==> src/inc/rcb_pkg.sv <==
// Constants for the receive cell bus multi-PHY poll/select block.
// Assumes a 32-bit APB slave with word-aligned registers.
`default_nettype none
package rcb_pkg;
  // Register indexes as printed; byte address is four times the index
  localparam logic [11:0] RCB_IDX_PHY_ADDR = 12'h513;
  localparam logic [11:0] RCB_IDX_CH_PTR   = 12'h517;
  localparam logic [11:0] RCB_IDX_STATUS   = 12'h518;
  localparam int          RCB_AW           = 14;
  localparam logic [13:0] RCB_A_PHY_ADDR   = {RCB_IDX_PHY_ADDR, 2'b00};
  localparam logic [13:0] RCB_A_CH_PTR     = {RCB_IDX_CH_PTR, 2'b00};
  localparam logic [13:0] RCB_A_STATUS     = {RCB_IDX_STATUS, 2'b00};
  // Field layout
  localparam int          RCB_ADDR_W       = 5;
  localparam int          RCB_NCH          = 4;
  localparam int          RCB_CH_W         = 2;
  localparam int          RCB_DATA_W       = 16;
  // Status fields: [1:0] selected channel, [2] selected, [7:4] ready
  localparam int          RCB_ST_SEL_LSB   = 0;
  localparam int          RCB_ST_VLD_BIT   = 2;
  localparam int          RCB_ST_RDY_LSB   = 4;
  // Reset values
  localparam logic [4:0]  RCB_NULL_ADDR    = 5'h1f;
  localparam logic [4:0]  RCB_PTR_RESET    = 5'h00;
  // Cell shape: 54 bytes on a 16-bit bus
  localparam int          RCB_CELL_BYTES   = 54;
  localparam logic [4:0]  RCB_LAST_WORD    =
    5'(RCB_CELL_BYTES / (RCB_DATA_W / 8) - 1);
endpackage : rcb_pkg
`default_nettype wire

==> src/rcb_rx_multiphy.sv <==
// Receive cell bus slave: answers address polls on the shared
// cell-available line and delivers cells from the selected channel.
// Assumes the link clock is slow against SYS_CLK (at least 8 cycles per
// link period) and the cell FIFO answers a pop on the next SYS_CLK edge.
//
// Behaviour
// - Read enable asserted while our address appears means poll only.
// - When addressed, cell-available is high iff a whole cell is queued.
// - Every link rising edge the address pins are compared with all four channel addresses.
// - With no match cell-available stays undriven and comparing continues.
// - Only the matching PHY drives cell-available; all others float.
// - Start-of-cell is high together with the first word of a cell.
// - A 54-byte cell goes out as 27 sixteen-bit words.
// - Address 0x1F matches no PHY, so the line floats when it is polled.
// - Own address seen while enable is negated makes the PHY selected.
// - Four channels each answer their own programmed address.
// - Polls of other addresses do not disturb the selected PHY's reads.
// - Polling is always on; no enabling step exists.
// - A channel pointer register picks which address the address register reaches.
`default_nettype none
module rcb_rx_multiphy
  import rcb_pkg::*;
(
  // System
  input  wire  logic                  SYS_CLK,
  input  wire  logic                  RST,
  input  wire  logic                  CE,
  // APB slave
  input  wire  logic                  PSEL,
  input  wire  logic                  PENABLE,
  input  wire  logic                  PWRITE,
  input  wire  logic [rcb_pkg::RCB_AW-1:0] PADDR,
  input  wire  logic [31:0]           PWDATA,
  output logic [31:0]                 PRDATA,
  output logic                        PREADY,
  output logic                        PSLVERR,
  // Link pins from the processor
  input  wire  logic                  RX_INTERFACE_CLOCK,
  input  wire  logic [4:0]            RX_PHY_ADDRESS_INPUTS,
  input  wire  logic                  RX_READ_ENABLE_N,
  // Link pins to the processor
  output logic                        RX_CELL_AVAILABLE_O,
  output logic                        RX_CELL_AVAILABLE_OE_N,
  output logic [15:0]                 RX_DATA_O,
  output logic                        RX_START_OF_CELL_O,
  output logic                        RX_DATA_OE_N,
  // Receive cell FIFO side
  input  wire  logic [3:0]            CELL_READY,
  output logic                        FIFO_POP,
  output logic [1:0]                  FIFO_CH,
  input  wire  logic [15:0]           FIFO_DATA
);
  import rcb_pkg::*;

  logic [2:0]  lclk_sync_reg;
  logic [4:0]  addr_s1_reg, addr_s2_reg, addr_s3_reg;
  logic [2:0]  enb_sync_reg;
  logic        lk_edge;
  logic [4:0]  ch_addr_reg [RCB_NCH];
  logic [4:0]  ch_ptr_reg;
  logic        hit;
  logic [1:0]  hit_ch;
  logic        sel_valid_reg;
  logic [1:0]  sel_ch_reg;
  logic [4:0]  word_idx_reg;
  logic        pop_reg;
  logic        pop_first_reg;
  logic        word_go;
  logic        apb_wr;
  logic [31:0] rd_next;
  logic        rd_err;

  // Two flops on every pin, a third stage so the sampled address is
  // the value from before the link edge; pins change after that edge
  always_ff @(posedge SYS_CLK) begin
    if (RST) begin
      lclk_sync_reg <= 3'h0;
      addr_s1_reg   <= 5'h00;
      addr_s2_reg   <= 5'h00;
      addr_s3_reg   <= 5'h00;
      enb_sync_reg  <= 3'h7;
    end else if (CE) begin
      lclk_sync_reg <= {lclk_sync_reg[1:0], RX_INTERFACE_CLOCK};
      addr_s1_reg   <= RX_PHY_ADDRESS_INPUTS;
      addr_s2_reg   <= addr_s1_reg;
      addr_s3_reg   <= addr_s2_reg;
      enb_sync_reg  <= {enb_sync_reg[1:0], RX_READ_ENABLE_N};
    end
  end

  // Rising edge of the link clock seen after synchronisation
  assign lk_edge = CE & lclk_sync_reg[1] & ~lclk_sync_reg[2];

  // Address compare against all four channels; 0x1F never matches
  always_comb begin
    hit    = 1'b0;
    hit_ch = 2'h0;
    for (int i = 0; i < RCB_NCH; i++) begin
      if (addr_s3_reg == ch_addr_reg[i] &&
          addr_s3_reg != RCB_NULL_ADDR) begin
        hit    = 1'b1;
        hit_ch = 2'(i);
      end
    end
  end

  // Cell-available: driven with fill state on a match, else floating
  always_ff @(posedge SYS_CLK) begin
    if (RST) begin
      RX_CELL_AVAILABLE_O    <= 1'b0;
      RX_CELL_AVAILABLE_OE_N <= 1'b1;
    end else if (lk_edge) begin
      RX_CELL_AVAILABLE_OE_N <= ~hit;
      RX_CELL_AVAILABLE_O    <= hit & CELL_READY[hit_ch];
    end
  end

  // Selection happens only while enable is negated, so polls made
  // with enable asserted leave the current selection alone
  always_ff @(posedge SYS_CLK) begin
    if (RST) begin
      sel_valid_reg <= 1'b0;
      sel_ch_reg    <= 2'h0;
    end else if (lk_edge && enb_sync_reg[2] && hit) begin
      sel_valid_reg <= 1'b1;
      sel_ch_reg    <= hit_ch;
    end else if (lk_edge && enb_sync_reg[2] && !hit) begin
      sel_valid_reg <= 1'b0; // Another PHY was selected
    end
  end

  // A word moves on each enabled edge; a new cell needs a whole one queued
  assign word_go = lk_edge & sel_valid_reg & ~enb_sync_reg[2] &
                   ((word_idx_reg != 5'h00) |
                    CELL_READY[sel_ch_reg]);

  // Word counter within the cell; a fresh selection restarts the cell
  always_ff @(posedge SYS_CLK) begin
    if (RST) begin
      word_idx_reg <= 5'h00;
    end else if (lk_edge && enb_sync_reg[2]) begin
      word_idx_reg <= 5'h00;
    end else if (word_go) begin
      word_idx_reg <= (word_idx_reg == RCB_LAST_WORD) ? 5'h00 :
                      word_idx_reg + 5'h01;
    end
  end

  // FIFO pop; data comes back one cycle later
  always_ff @(posedge SYS_CLK) begin
    if (RST) begin
      pop_reg       <= 1'b0;
      pop_first_reg <= 1'b0;
    end else if (CE) begin
      pop_reg       <= word_go;
      pop_first_reg <= word_go && (word_idx_reg == 5'h00);
    end
  end
  assign FIFO_POP = word_go;
  assign FIFO_CH  = sel_ch_reg;

  // Data and start-of-cell registers
  always_ff @(posedge SYS_CLK) begin
    if (RST) begin
      RX_DATA_O          <= 16'h0000;
      RX_START_OF_CELL_O <= 1'b0;
    end else if (CE && pop_reg) begin
      RX_DATA_O          <= FIFO_DATA;
      RX_START_OF_CELL_O <= pop_first_reg;
    end else if (lk_edge) begin
      RX_START_OF_CELL_O <= 1'b0; // Pulse lasts one link period
    end
  end

  // Data bus driven only while selected and enable asserted
  always_ff @(posedge SYS_CLK) begin
    if (RST) begin
      RX_DATA_OE_N <= 1'b1;
    end else if (lk_edge) begin
      RX_DATA_OE_N <= ~(sel_valid_reg & ~enb_sync_reg[2]);
    end
  end

  // APB decode: zero wait states, error on unmapped addresses
  assign apb_wr  = CE & PSEL & PENABLE & PWRITE;
  assign PREADY  = 1'b1;

  // Channel pointer and per-channel addresses
  always_ff @(posedge SYS_CLK) begin
    if (RST) begin
      ch_ptr_reg <= RCB_PTR_RESET;
      for (int i = 0; i < RCB_NCH; i++) begin
        ch_addr_reg[i] <= RCB_NULL_ADDR;
      end
    end else if (apb_wr && PADDR == RCB_A_CH_PTR) begin
      ch_ptr_reg <= PWDATA[4:0];
    end else if (apb_wr && PADDR == RCB_A_PHY_ADDR &&
                 ch_ptr_reg < 5'(RCB_NCH)) begin
      ch_addr_reg[ch_ptr_reg[1:0]] <= PWDATA[4:0];
    end
  end

  // Read mux; unused bits read as zero
  always_comb begin
    rd_next = 32'h0000_0000;
    rd_err  = 1'b0;
    unique case (PADDR)
      RCB_A_CH_PTR:   rd_next[4:0] = ch_ptr_reg;
      RCB_A_PHY_ADDR: rd_next[4:0] = (ch_ptr_reg < 5'(RCB_NCH)) ?
                        ch_addr_reg[ch_ptr_reg[1:0]] : 5'h00;
      RCB_A_STATUS: begin
        rd_next[RCB_ST_SEL_LSB +: 2]  = sel_ch_reg;
        rd_next[RCB_ST_VLD_BIT]       = sel_valid_reg;
        rd_next[RCB_ST_RDY_LSB +: 4]  = CELL_READY;
      end
      default:        rd_err = 1'b1;
    endcase
  end
  // Read data is captured in the setup phase, so it comes from a flop yet
  // still stands through the zero-wait access phase; zero otherwise
  always_ff @(posedge SYS_CLK) begin
    if (RST) begin
      PRDATA <= 32'h0000_0000;
    end else if (CE) begin
      PRDATA <= (PSEL && !PENABLE && !PWRITE) ? rd_next : 32'h0000_0000;
    end
  end
  assign PSLVERR = PSEL & PENABLE & rd_err;
endmodule : rcb_rx_multiphy
`default_nettype wire

==> config.mk <==
export PLATFORM = sky130hd
export DESIGN_NAME = rcb_rx_multiphy
export DESIGN_NICKNAME = d
export VERILOG_FILES = /design/src/inc/rcb_pkg.sv /design/src/rcb_rx_multiphy.sv
export SDC_FILE = /design/constraint.sdc
export NUM_CORES = 1
export LEC_CHECK = 0
export ABC_CLOCK_PERIOD_IN_PS = 5430
export BUFFER_PORTS_ARGS = -buffer_cell sky130_fd_sc_hd__buf_2
export CELL_PAD_IN_SITES_DETAIL_PLACEMENT = 1
export CELL_PAD_IN_SITES_GLOBAL_PLACEMENT = 1
export CORE_MARGIN = 5
export CORE_UTILIZATION = 40
export DETAILED_ROUTE_END_ITERATION = 6
export PLACE_DENSITY_LB_ADDON = 0.1
export SETUP_SLACK_MARGIN = 0.4
export SLEW_MARGIN = 10
export SYNTH_ARGS = -nofsm -noshare
export SYNTH_HDL_FRONTEND = slang
export SYNTH_SLANG_ARGS = --single-unit
export TNS_END_PERCENT = 20
==> constraint.sdc <==
create_clock -name SYS_CLK -period 5.43 [get_ports SYS_CLK]
set_input_delay 0.8145 -clock SYS_CLK [delete_from_list [all_inputs] [get_ports SYS_CLK]]
set_output_delay 0.8145 -clock SYS_CLK [all_outputs]
set_load 0.02 [all_outputs]
==> results of run 1 <==
-- cells in the mapped netlist, drive strengths merged (11+ instances only) --
library cell and number:
nor2 33, a21oi 26, nand3 12, dfxtp 66, nand2 62, or2 18
mux2i 20, edfxtp 20, xnor2 13, buf 27, xor2 11, clkbuf 19
-- power breakdown --
part	internal (W)	switching [W]
logic	0.0000343	0.0000578
clock network	0.000274	0.000223
registers	0.000664	0.00000913
-- through the flow --
step           setup WS [ps]  hold WS (ps)
2_1_floorplan           2360         433.1
4_1_cts                 1903         463.0
3_3_place_gp            1953         439.4
6_report                1937         455.5
3_5_place_dp            1926         449.2
5_1_grt                 1754         477.2
-- critical path, delay by kind of cell --
family / cells / cell delay (ps)
AND/OR/NAND/NOR: 3 / 1560
buffers and inverters: 2 / 300
-- metal layers --
| metal | part of all wire | global-route usage | wire [um] | up-vias |
|---|---|---|---|---|
| met5 | 0 | 0 | 0 | - |
| met4 | 0.011 | 0.04516 | 114 | 0 |
| met3 | 0.051 | 0.04322 | 520 | 11 |
| met2 | 0.47 | 0.2735 | 4745 | 74 |
| met1 | 0.47 | 0.2201 | 4754 | 1489 |
| li1 | - | - | - | 1534 |
-- path summary, 6_finish.rpt --
check                                     start         endpoint  slack, ps  cells past startpoint
worst max-delay path                   PADDR[2]          PSLVERR       1940                      5
worst min-delay path               RX_DATA_O[4]     RX_DATA_O[4]        460                      2
worst max register to register  word_idx_reg[0]  word_idx_reg[1]       3000                      6
worst min register to register     RX_DATA_O[4]     RX_DATA_O[4]        460                      2
-- layout make-up --
type	count	share of cell area
well taps	133	0.03563
multi-input cells	301	0.4101
clock buffers	13	0.03215
inverters	7	0.005626
flip-flops and latches	86	0.4115
clock inverters	3	0.01447
repair buffers	84	0.09054
-- kinds of logic after synthesis --
kind of cell,Yosys count
flops,86
other cells,2
xor+xnor,24
buf+inv,53
simple gates,163
fa+ha+maj,3
compound gates,60
mux,26
==> results.md, run 1 <==
* Post-synth EDFFs at 20
* Wirelength per Cell at 16.16 um
* Adder-cell share of the synthesized area at 0.009279
* Share of cells above drive strength 1 at 0.2490
* Setup Buffers After CTS at 0
* Highest achievable clock rate at 286.3 MHz
* Leakage at 1.871 nW
* Dpl hpwl at 7.799 mm
* Worst EP arrival at 2680 ps
* CTS root buffer: clkbuf_8
* Gate Count Post-Synth at 417
* Netlist cell types at 57
* Drt first pass iters at 4
* Final wirelength at 10.13 mm
* Most common cell after layout, fill and taps aside: buf_2
* Diodes inserted at 0
* Final Hold Fails at 0
* Overall power at 0.001263 W
* Area delta synth->final at 15.47%
* Initial antenna violation count at 0
* Most frequent cells in the layout: buf_2 (83), dfxtp_1 (66), nand2_1 (62)
* Crit path largest cell delay at 830 ps
* Synth top area cells: dfxtp_1 (33%), edfxtp_1 (15%), nand2_1 (5.8%)
* Synth Area in XOR/XNOR at 0.05196
* Worst setup EP type: output port
* CORE AREA at 9819 sq um
* Vias at 3108
* Die ar. at 12220 sq um
* Max Cap Viol at 0
* Slew Viols, Final at 0
* Fill count at 1186
* Starting Density at 0.4120
* Worst min-delay path class: flop to flop
* DRT iter0 DRCs at 178
* Simple-Gate Fraction of Synth Area at 0.2088
* # clock sinks at 86
* Placed Instance Area at 4453 sq um
* Vias in the first global route at 3249
* # setup viols final at 0
* Row Count at 36
* Synth area leader: dfxtp_1
* VDD IR max at 0.0001279 V
* Cell-by-cell trace of the critical path: buf_2, or4b_2, nor4_1, nor3_1, buf_2
* Die height at 110.6 um
* Final Core Density at 0.4757
* #FFs+latches synth at 86
* Global-route wire length before repair at 16.77 mm
* Die W at 110.6 um
* Worst Path Required at 4620 ps
* Final min period at 3493 ps
* Cts repair resizes at 0
* Number of nets still failing antenna checks after routing at 0
* Largest net degree at the start of global routing at 53
* Area share of the largest cell type after synthesis at 0.3266
* CTS tree: yes
* Number of buffers added on ports at 83
* Worst setup SP type: input port
* Main combinational cell family by area after synthesis: simple AND/OR/NAND/NOR gates
* Mean Syn Cell Area at 9.701 sq um
* Clock transition at path regs at 90 ps
* Slew @ Worst Pin at 1070 ps
* Clk_skew at 7.694 ps
* Via density at 4.957
* YS warnings at 0
* FFs w/ async S/R, synth at 0
* Finished Cell Area at 4671 sq um
* Post-Syn Area at 4045 sq um
* Overall routing resource usage at 0.1675
* Multi-input logic area at 1916 sq um
* CP dominant cell by count: buf_2
* Worst-Skew Late Latency at 350 ps
* Cts bufs inserted at 9
* Clock buffer depth at 2
* # IOs at 136
* Synth Area in Compound Gates at 0.09743
* Period utilization at 0.6433
* Placed Instances at 611
* Placer's final routability congestion estimate at 0.7893
* DRC Markers at 0
* Synth Flop Type: dfxtp_1
* Pwr per Cell Area at 270.4 nW/um^2
* CP Class: input port to output port
* Post-route insts no fill at 627
* Slew headroom at 0.2800
* GRT overflow at 0
* Post-synthesis sequential area ratio at 0.4751
* CTS Hold Buffers Added at 0
* Post-synthesis mux area share at 0.08290
* TNS Setup at 0 ps
* Final #Nets at 571
* Sequential cell area at 1922 sq um
* Crit Path Max Fanout at 7
* Outcome: finished clean
* RSZ-0062 raised after global routing: false
* Htree depth at 3
* Max FFs per register at 20
* Crit-path slowest cell: nor4_1
Power figures use the tool's default switching activity.
==> run 2: changes to the inputs <==
Settings changed: ABC_CLOCK_PERIOD_IN_PS 5430 to 3150, CORE_UTILIZATION 40 to 34.
Clock period 5.43 ns to 3.15 ns, I/O delays scaled along.
==> run 2 against run 1 <==
Global-route usage is 1.5 points lower; combinational power is 75% higher; final cell count is 2.6% higher; highest routed layer unchanged.
==> results.md, run 2 (synthesis gave the netlist of run 1 again) <==
* Outcome: finished clean
* Starting Density at 0.3513 (-0.06069)
* Diodes inserted at 0 (unchanged)
* Period utilization at 0.8245
* Slew Viols, Final at 0 (unchanged)
* Leakage at 1.937 nW (+3.5%)
* Finished Cell Area at 4800 sq um (+2.8%)
* Hold WS at 351.2 ps (-104.3 ps)
* Clk_skew at 6.172 ps (-1.522 ps)
* Largest net degree at the start of global routing at 52 (-1.9%)
* Initial antenna violation count at 0 (unchanged)
* Die ar. at 14180 sq um (+16%)
* Worst min-delay path class: input port to flop
* Clock buffer depth at 2 (unchanged)
* Number of nets still failing antenna checks after routing at 0 (unchanged)
* Worst EP arrival at 2120 ps (-560 ps)
* Vias at 3135 (+0.87%)
* Final #Nets at 578 (+1.2%)
* Worst setup SP type: flop
* CP Class: flop to output port
* Cts bufs inserted at 9 (unchanged)
* DRC Markers at 0 (unchanged)
* Placer's final routability congestion estimate at 0.7697 (-2.5%)
* Max Cap Viol at 0 (unchanged)
* CTS tree: yes
* VDD IR max at 0.0002351 V (+84%)
* Most common cell after layout, fill and taps aside: buf_2
* Slew @ Worst Pin at 758.6 ps (-311.5 ps)
* Vias in the first global route at 3243 (-0.18%)
* Final min period at 2597 ps
* Overall power at 0.002355 W (+86%)
* Via density at 4.876 (-1.6%)
* Final Hold Fails at 0 (unchanged)
* Area delta synth->final at 18.65%
* Die W at 119.1 um (+7.7%)
* Global-route wire length before repair at 17.07 mm (+1.8%)
* Worst setup EP type: output port
* Die height at 119.1 um (+7.7%)
* CTS root buffer: clkbuf_16
* # setup viols final at 0 (unchanged)
* Overall routing resource usage at 0.1526 (-0.01488)
* Final wirelength at 10.52 mm (+3.8%)
* Slew headroom at 0.4896 (+0.2096)
* Share of cells above drive strength 1 at 0.2600 (+0.01101)
* # IOs at 136 (unchanged)
* Row Count at 39 (+8.3%)
* RSZ-0062 raised after global routing: false
* DRT iter0 DRCs at 139 (-22%)
* Crit Path Max Fanout at 3 (-4)
* Clock transition at path regs at 60 ps (-30 ps)
* Htree depth at 3 (unchanged)
* Final Core Density at 0.4168 (-0.05889)
* # clock sinks at 86 (unchanged)
* Most frequent cells in the layout: buf_2 (83), dfxtp_1 (66), nand2_1 (62)
* Max FFs per register at 20 (unchanged)
* Dpl hpwl at 8.002 mm (+2.6%)
* Drt first pass iters at 4 (unchanged)
* Wirelength per Cell at 16.35 um (+1.2%)
* Number of buffers added on ports at 83 (unchanged)
* TNS Setup at 0 ps (unchanged)
* CTS Hold Buffers Added at 0 (unchanged)
* Worst-Skew Late Latency at 350 ps (about the same)
* GRT overflow at 0 (unchanged)
* Highest achievable clock rate at 385.0 MHz
* CORE AREA at 11520 sq um (+17%)
* Worst Path Required at 2680 ps (-1940 ps)
* Placed Instance Area at 4511 sq um (+1.3%)
* Pwr per Cell Area at 490.6 nW/um^2 (+81%)
[run 2: cell count changes in the layout (fill, tap and decap cells not counted)]
cell / previous run / this run
clkbuf_2: 1 / 0
bufinv_16: 2 / 1
clkbuf_8: 10 / 0
buf_4: 1 / 8
clkinv_2: 0 / 3
clkbuf_16: 0 / 9
clkbuf_1: 2 / 1
[run 2: repair_timing]
item	4_1_cts	5_1_grt
endpoints found under the setup margin	0	1
resized for setup	0	0
buffers inserted	0	1
[run 2: layout make-up]
cell class              count  area [sq um]
clock buffers              10         229.0
multi-input cells         301          1916
flip-flops and latches     86          1922
well taps                 143         178.9
clock inverters             5         52.55
inverters                   7         26.28
fillers                  1359          6716
repair buffers             91         475.5
[run 2: where the power goes]
group / internal [W] / switching, W / total, W
Combinational: 0.0000608 / 0.000100 / 0.000161
Sequential: 0.00115 / 0.0000165 / 0.00116
Clock: 0.000605 / 0.000426 / 0.00103
Total: 0.00181 / 0.000543 / 0.00235
[run 2: per-layer routing]
layer,vias up,global-route usage,routed length [um]
met5,-,0,0
met4,0,0.04779,125
met3,13,0.05071,659
met2,75,0.2448,4963
met1,1494,0.1948,4768
li1,1553,-,-
[run 2: worst paths after layout]
kind                                           to  depth (start not counted)        startpoint  slack [ps]
worst min register to register      RX_DATA_O[12]                          2     RX_DATA_O[12]         450
worst min-delay path              enb_sync_reg[0]                          3  RX_READ_ENABLE_N         350
worst max register to register  ch_addr_reg[0][1]                          4     ch_ptr_reg[3]         840
worst max-delay path                     FIFO_POP                          7   word_idx_reg[0]         550
[run 2: through the flow]
step,setup WS [ps],std cells
finish,552.7,643
CTS,462.5,642
global route,403.9,643
global placement,542.1,627
floorplan,695.7,440
detailed placement,402.2,627
[run 2: worst max-delay path, cell delays in order (launching register included)]
cell	delay, ps
dfxtp_1	320
inv_1	110
ha_1	150
or4b_2	620
o2111ai_1	220
buf_4	150
inv_1	50
buf_2	150
==> run 3: changes to the inputs <==
Settings changed: ABC_CLOCK_PERIOD_IN_PS 3150 to 2560, CORE_UTILIZATION 34 to 37.
Clock period 3.15 ns to 2.56 ns, I/O delays scaled along.
==> run 3 against run 2 <==
Via count grew 3.1%; largest cell class is now multi-input gates; register-to-register slack lost 480 ps; worst hold slack lost 100 ps; worst setup slack lost 190 ps; global-route usage grew 1.3 points.
==> results.md, run 3 (synthesis gave the netlist of run 1 again) <==
* Crit Path Max Fanout at 2 (-1)
* Net Sw Power at 0.0006181 W (+14%)
* Largest net degree at the start of global routing at 36 (-31%)
* Diodes inserted at 0 (unchanged)
* Overall routing resource usage at 0.1656 (+0.01304)
* Die ar. at 13120 sq um (-7.4%)
* Htree depth at 3 (unchanged)
* CP Class: flop to flop
* Finished Cell Area at 4885 sq um (+1.8%)
* Drt first pass iters at 4 (unchanged)
* Max Cap Viol at 0 (unchanged)
* Max FFs per register at 20 (unchanged)
* Clock buffer depth at 2 (unchanged)
* # IOs at 136 (unchanged)
* Worst Path Required at 2800 ps (+120 ps)
* TNS Setup at 0 ps (unchanged)
* Global-route wire length before repair at 16.82 mm (-1.5%)
* Final #Nets at 596 (+3.1%)
* Initial antenna violation count at 0 (unchanged)
* RSZ-0062 raised after global routing: true
* Die height at 114.6 um (-3.8%)
* Worst min-delay path class: input port to flop
* Cts bufs inserted at 9 (unchanged)
* Logic pwr share at 0.079 (+0.010)
* Post-route setup slack at 360.8 ps (-191.9 ps)
* Leakage at 1.987 nW (+2.6%)
* Final Hold Fails at 0 (unchanged)
* VDD IR max at 0.0002666 V (+13%)
* Die W at 114.6 um (-3.8%)
* Area delta synth->final at 20.75%
* Placer's final routability congestion estimate at 0.7713 (+0.21%)
* Worst setup EP type: flop
* Outcome: finished clean
* # clock sinks at 86 (unchanged)
* Clock transition at path regs at 90 ps (+30 ps)
* Final wirelength at 10.78 mm (+2.5%)
* Internal power at 0.001925 W (+6.2%)
* Final min period at 2199 ps
* Share of cells above drive strength 1 at 0.3044 (+0.04443)
* # setup viols final at 0 (unchanged)
* Vias at 3233 (+3.1%)
* Via density at 4.906 (+0.62%)
* Row Count at 38 (-2.6%)
* Number of buffers added on ports at 83 (unchanged)
* Vias in the first global route at 3332 (+2.7%)
* Worst EP arrival at 2430 ps (+310 ps)
* CTS Hold Buffers Added at 0 (unchanged)
* Most frequent cells in the layout: buf_2 (82), dfxtp_1 (63), nand2_1 (60)
* Most common cell after layout, fill and taps aside: buf_2
* Period utilization at 0.8591
* DRT iter0 DRCs at 116 (-17%)
* CTS root buffer: clkbuf_8
* Worst setup SP type: flop
* Worst-Skew Late Latency at 360 ps (about the same)
* Slew headroom at 0.5697 (+0.08014)
* GRT overflow at 0 (unchanged)
* Clk pwr share at 0.359 (-0.079)
* Clk_skew at 6.210 ps (+0.03766 ps)
* Highest achievable clock rate at 454.7 MHz
* DRC Markers at 0 (unchanged)
* CORE AREA at 10790 sq um (-6.3%)
* Pre-CTS WS at 85.58 ps (-316.6 ps)
* Wirelength per Cell at 16.36 um (about the same)
* Pwr per Cell Area at 520.6 nW/um^2 (+6.1%)
* Placed Instance Area at 4532 sq um (+0.47%)
* Starting Density at 0.3748 (+0.02354)
* Dpl hpwl at 7.980 mm (-0.27%)
* Switching share of power at 0.2431 (+0.01265)
* CTS tree: yes
* Sequential share of power at 0.562 (+0.068)
* Number of nets still failing antenna checks after routing at 0 (unchanged)
* Slew @ Worst Pin at 645.4 ps (-113.2 ps)
* Slew Viols, Final at 0 (unchanged)
[run 3: cell count changes in the layout (fill, tap and decap cells not counted), sizes merged]
cell      delta
clkinv       +2
buf         +18
clkinvlp     -1
[run 3: layout make-up]
type / count / area, sq um
multi-input cells: 301 / 1961
clock inverters: 6 / 52.55
well taps: 140 / 175.2
inverters: 7 / 26.28
flip-flops and latches: 86 / 1926
fillers: 1265 / 5908
clock buffers: 10 / 127.6
repair buffers: 109 / 616.8
[run 3: what timing repair did]
item	in CTS	in global routing
pin swaps	2	1
buffers inserted	15	1
gates resized for setup	14	1
endpoints found under the hold margin	0	0
endpoints found under the setup margin	2	13
[run 3: stage by stage]
stage                     hold WS (ps)  utilization  power (W)  instances
final                            247.9       0.4526   0.002543        659
after global routing             240.0       0.4526   0.002653        659
after CTS                        229.2       0.4517   0.002577        658
after detailed placement         445.1       0.4199   0.001661        627
after global placement           439.5       0.4199   0.001657        627
after floorplan                  433.1            -   0.001608        440
[run 3: critical path: stages (launching register included)]
cell and delay, ps:
dfxtp_2 340, inv_2 70, ha_4 120, or4b_4 490, o2111ai_4 240, inv_2 70, buf_4 130, buf_4 120
buf_4 120, buf_4 120, buf_4 130, nand2_2 70, a21oi_1 60
[run 3: final timing paths]
| path | start | end | slack [ps] | depth (start not counted) |
|---|---|---|---|---|
| setup reg to reg | word_idx_reg[0] | word_idx_reg[1] | 360 | 12 |
| hold reg to reg | RX_DATA_O[9] | RX_DATA_O[9] | 460 | 2 |
| setup / recovery | word_idx_reg[0] | word_idx_reg[1] | 360 | 12 |
| hold / removal | FIFO_DATA[5] | RX_DATA_O[5] | 250 | 3 |
[run 3: power by group through the flow]
stage,Sequential [W],Combinational (W),Clock (W)
floorplan,0.00145,0.000155,0
global placement,0.00146,0.000198,0
detailed placement,0.00146,0.000201,0
CTS,0.00143,0.000204,0.000945
global route,0.00143,0.000221,0.000999
finish,0.00143,0.000202,0.000913
[run 3: metal layers]
| metal | vias up | wire (um) | track usage |
|---|---|---|---|
| li1 | 1582 | - | - |
| met1 | 1552 | 4905 | 0.2150 |
| met2 | 83 | 5193 | 0.2697 |
| met3 | 16 | 494 | 0.03171 |
| met4 | 0 | 190 | 0.06888 |
| met5 | - | 0 | 0 |
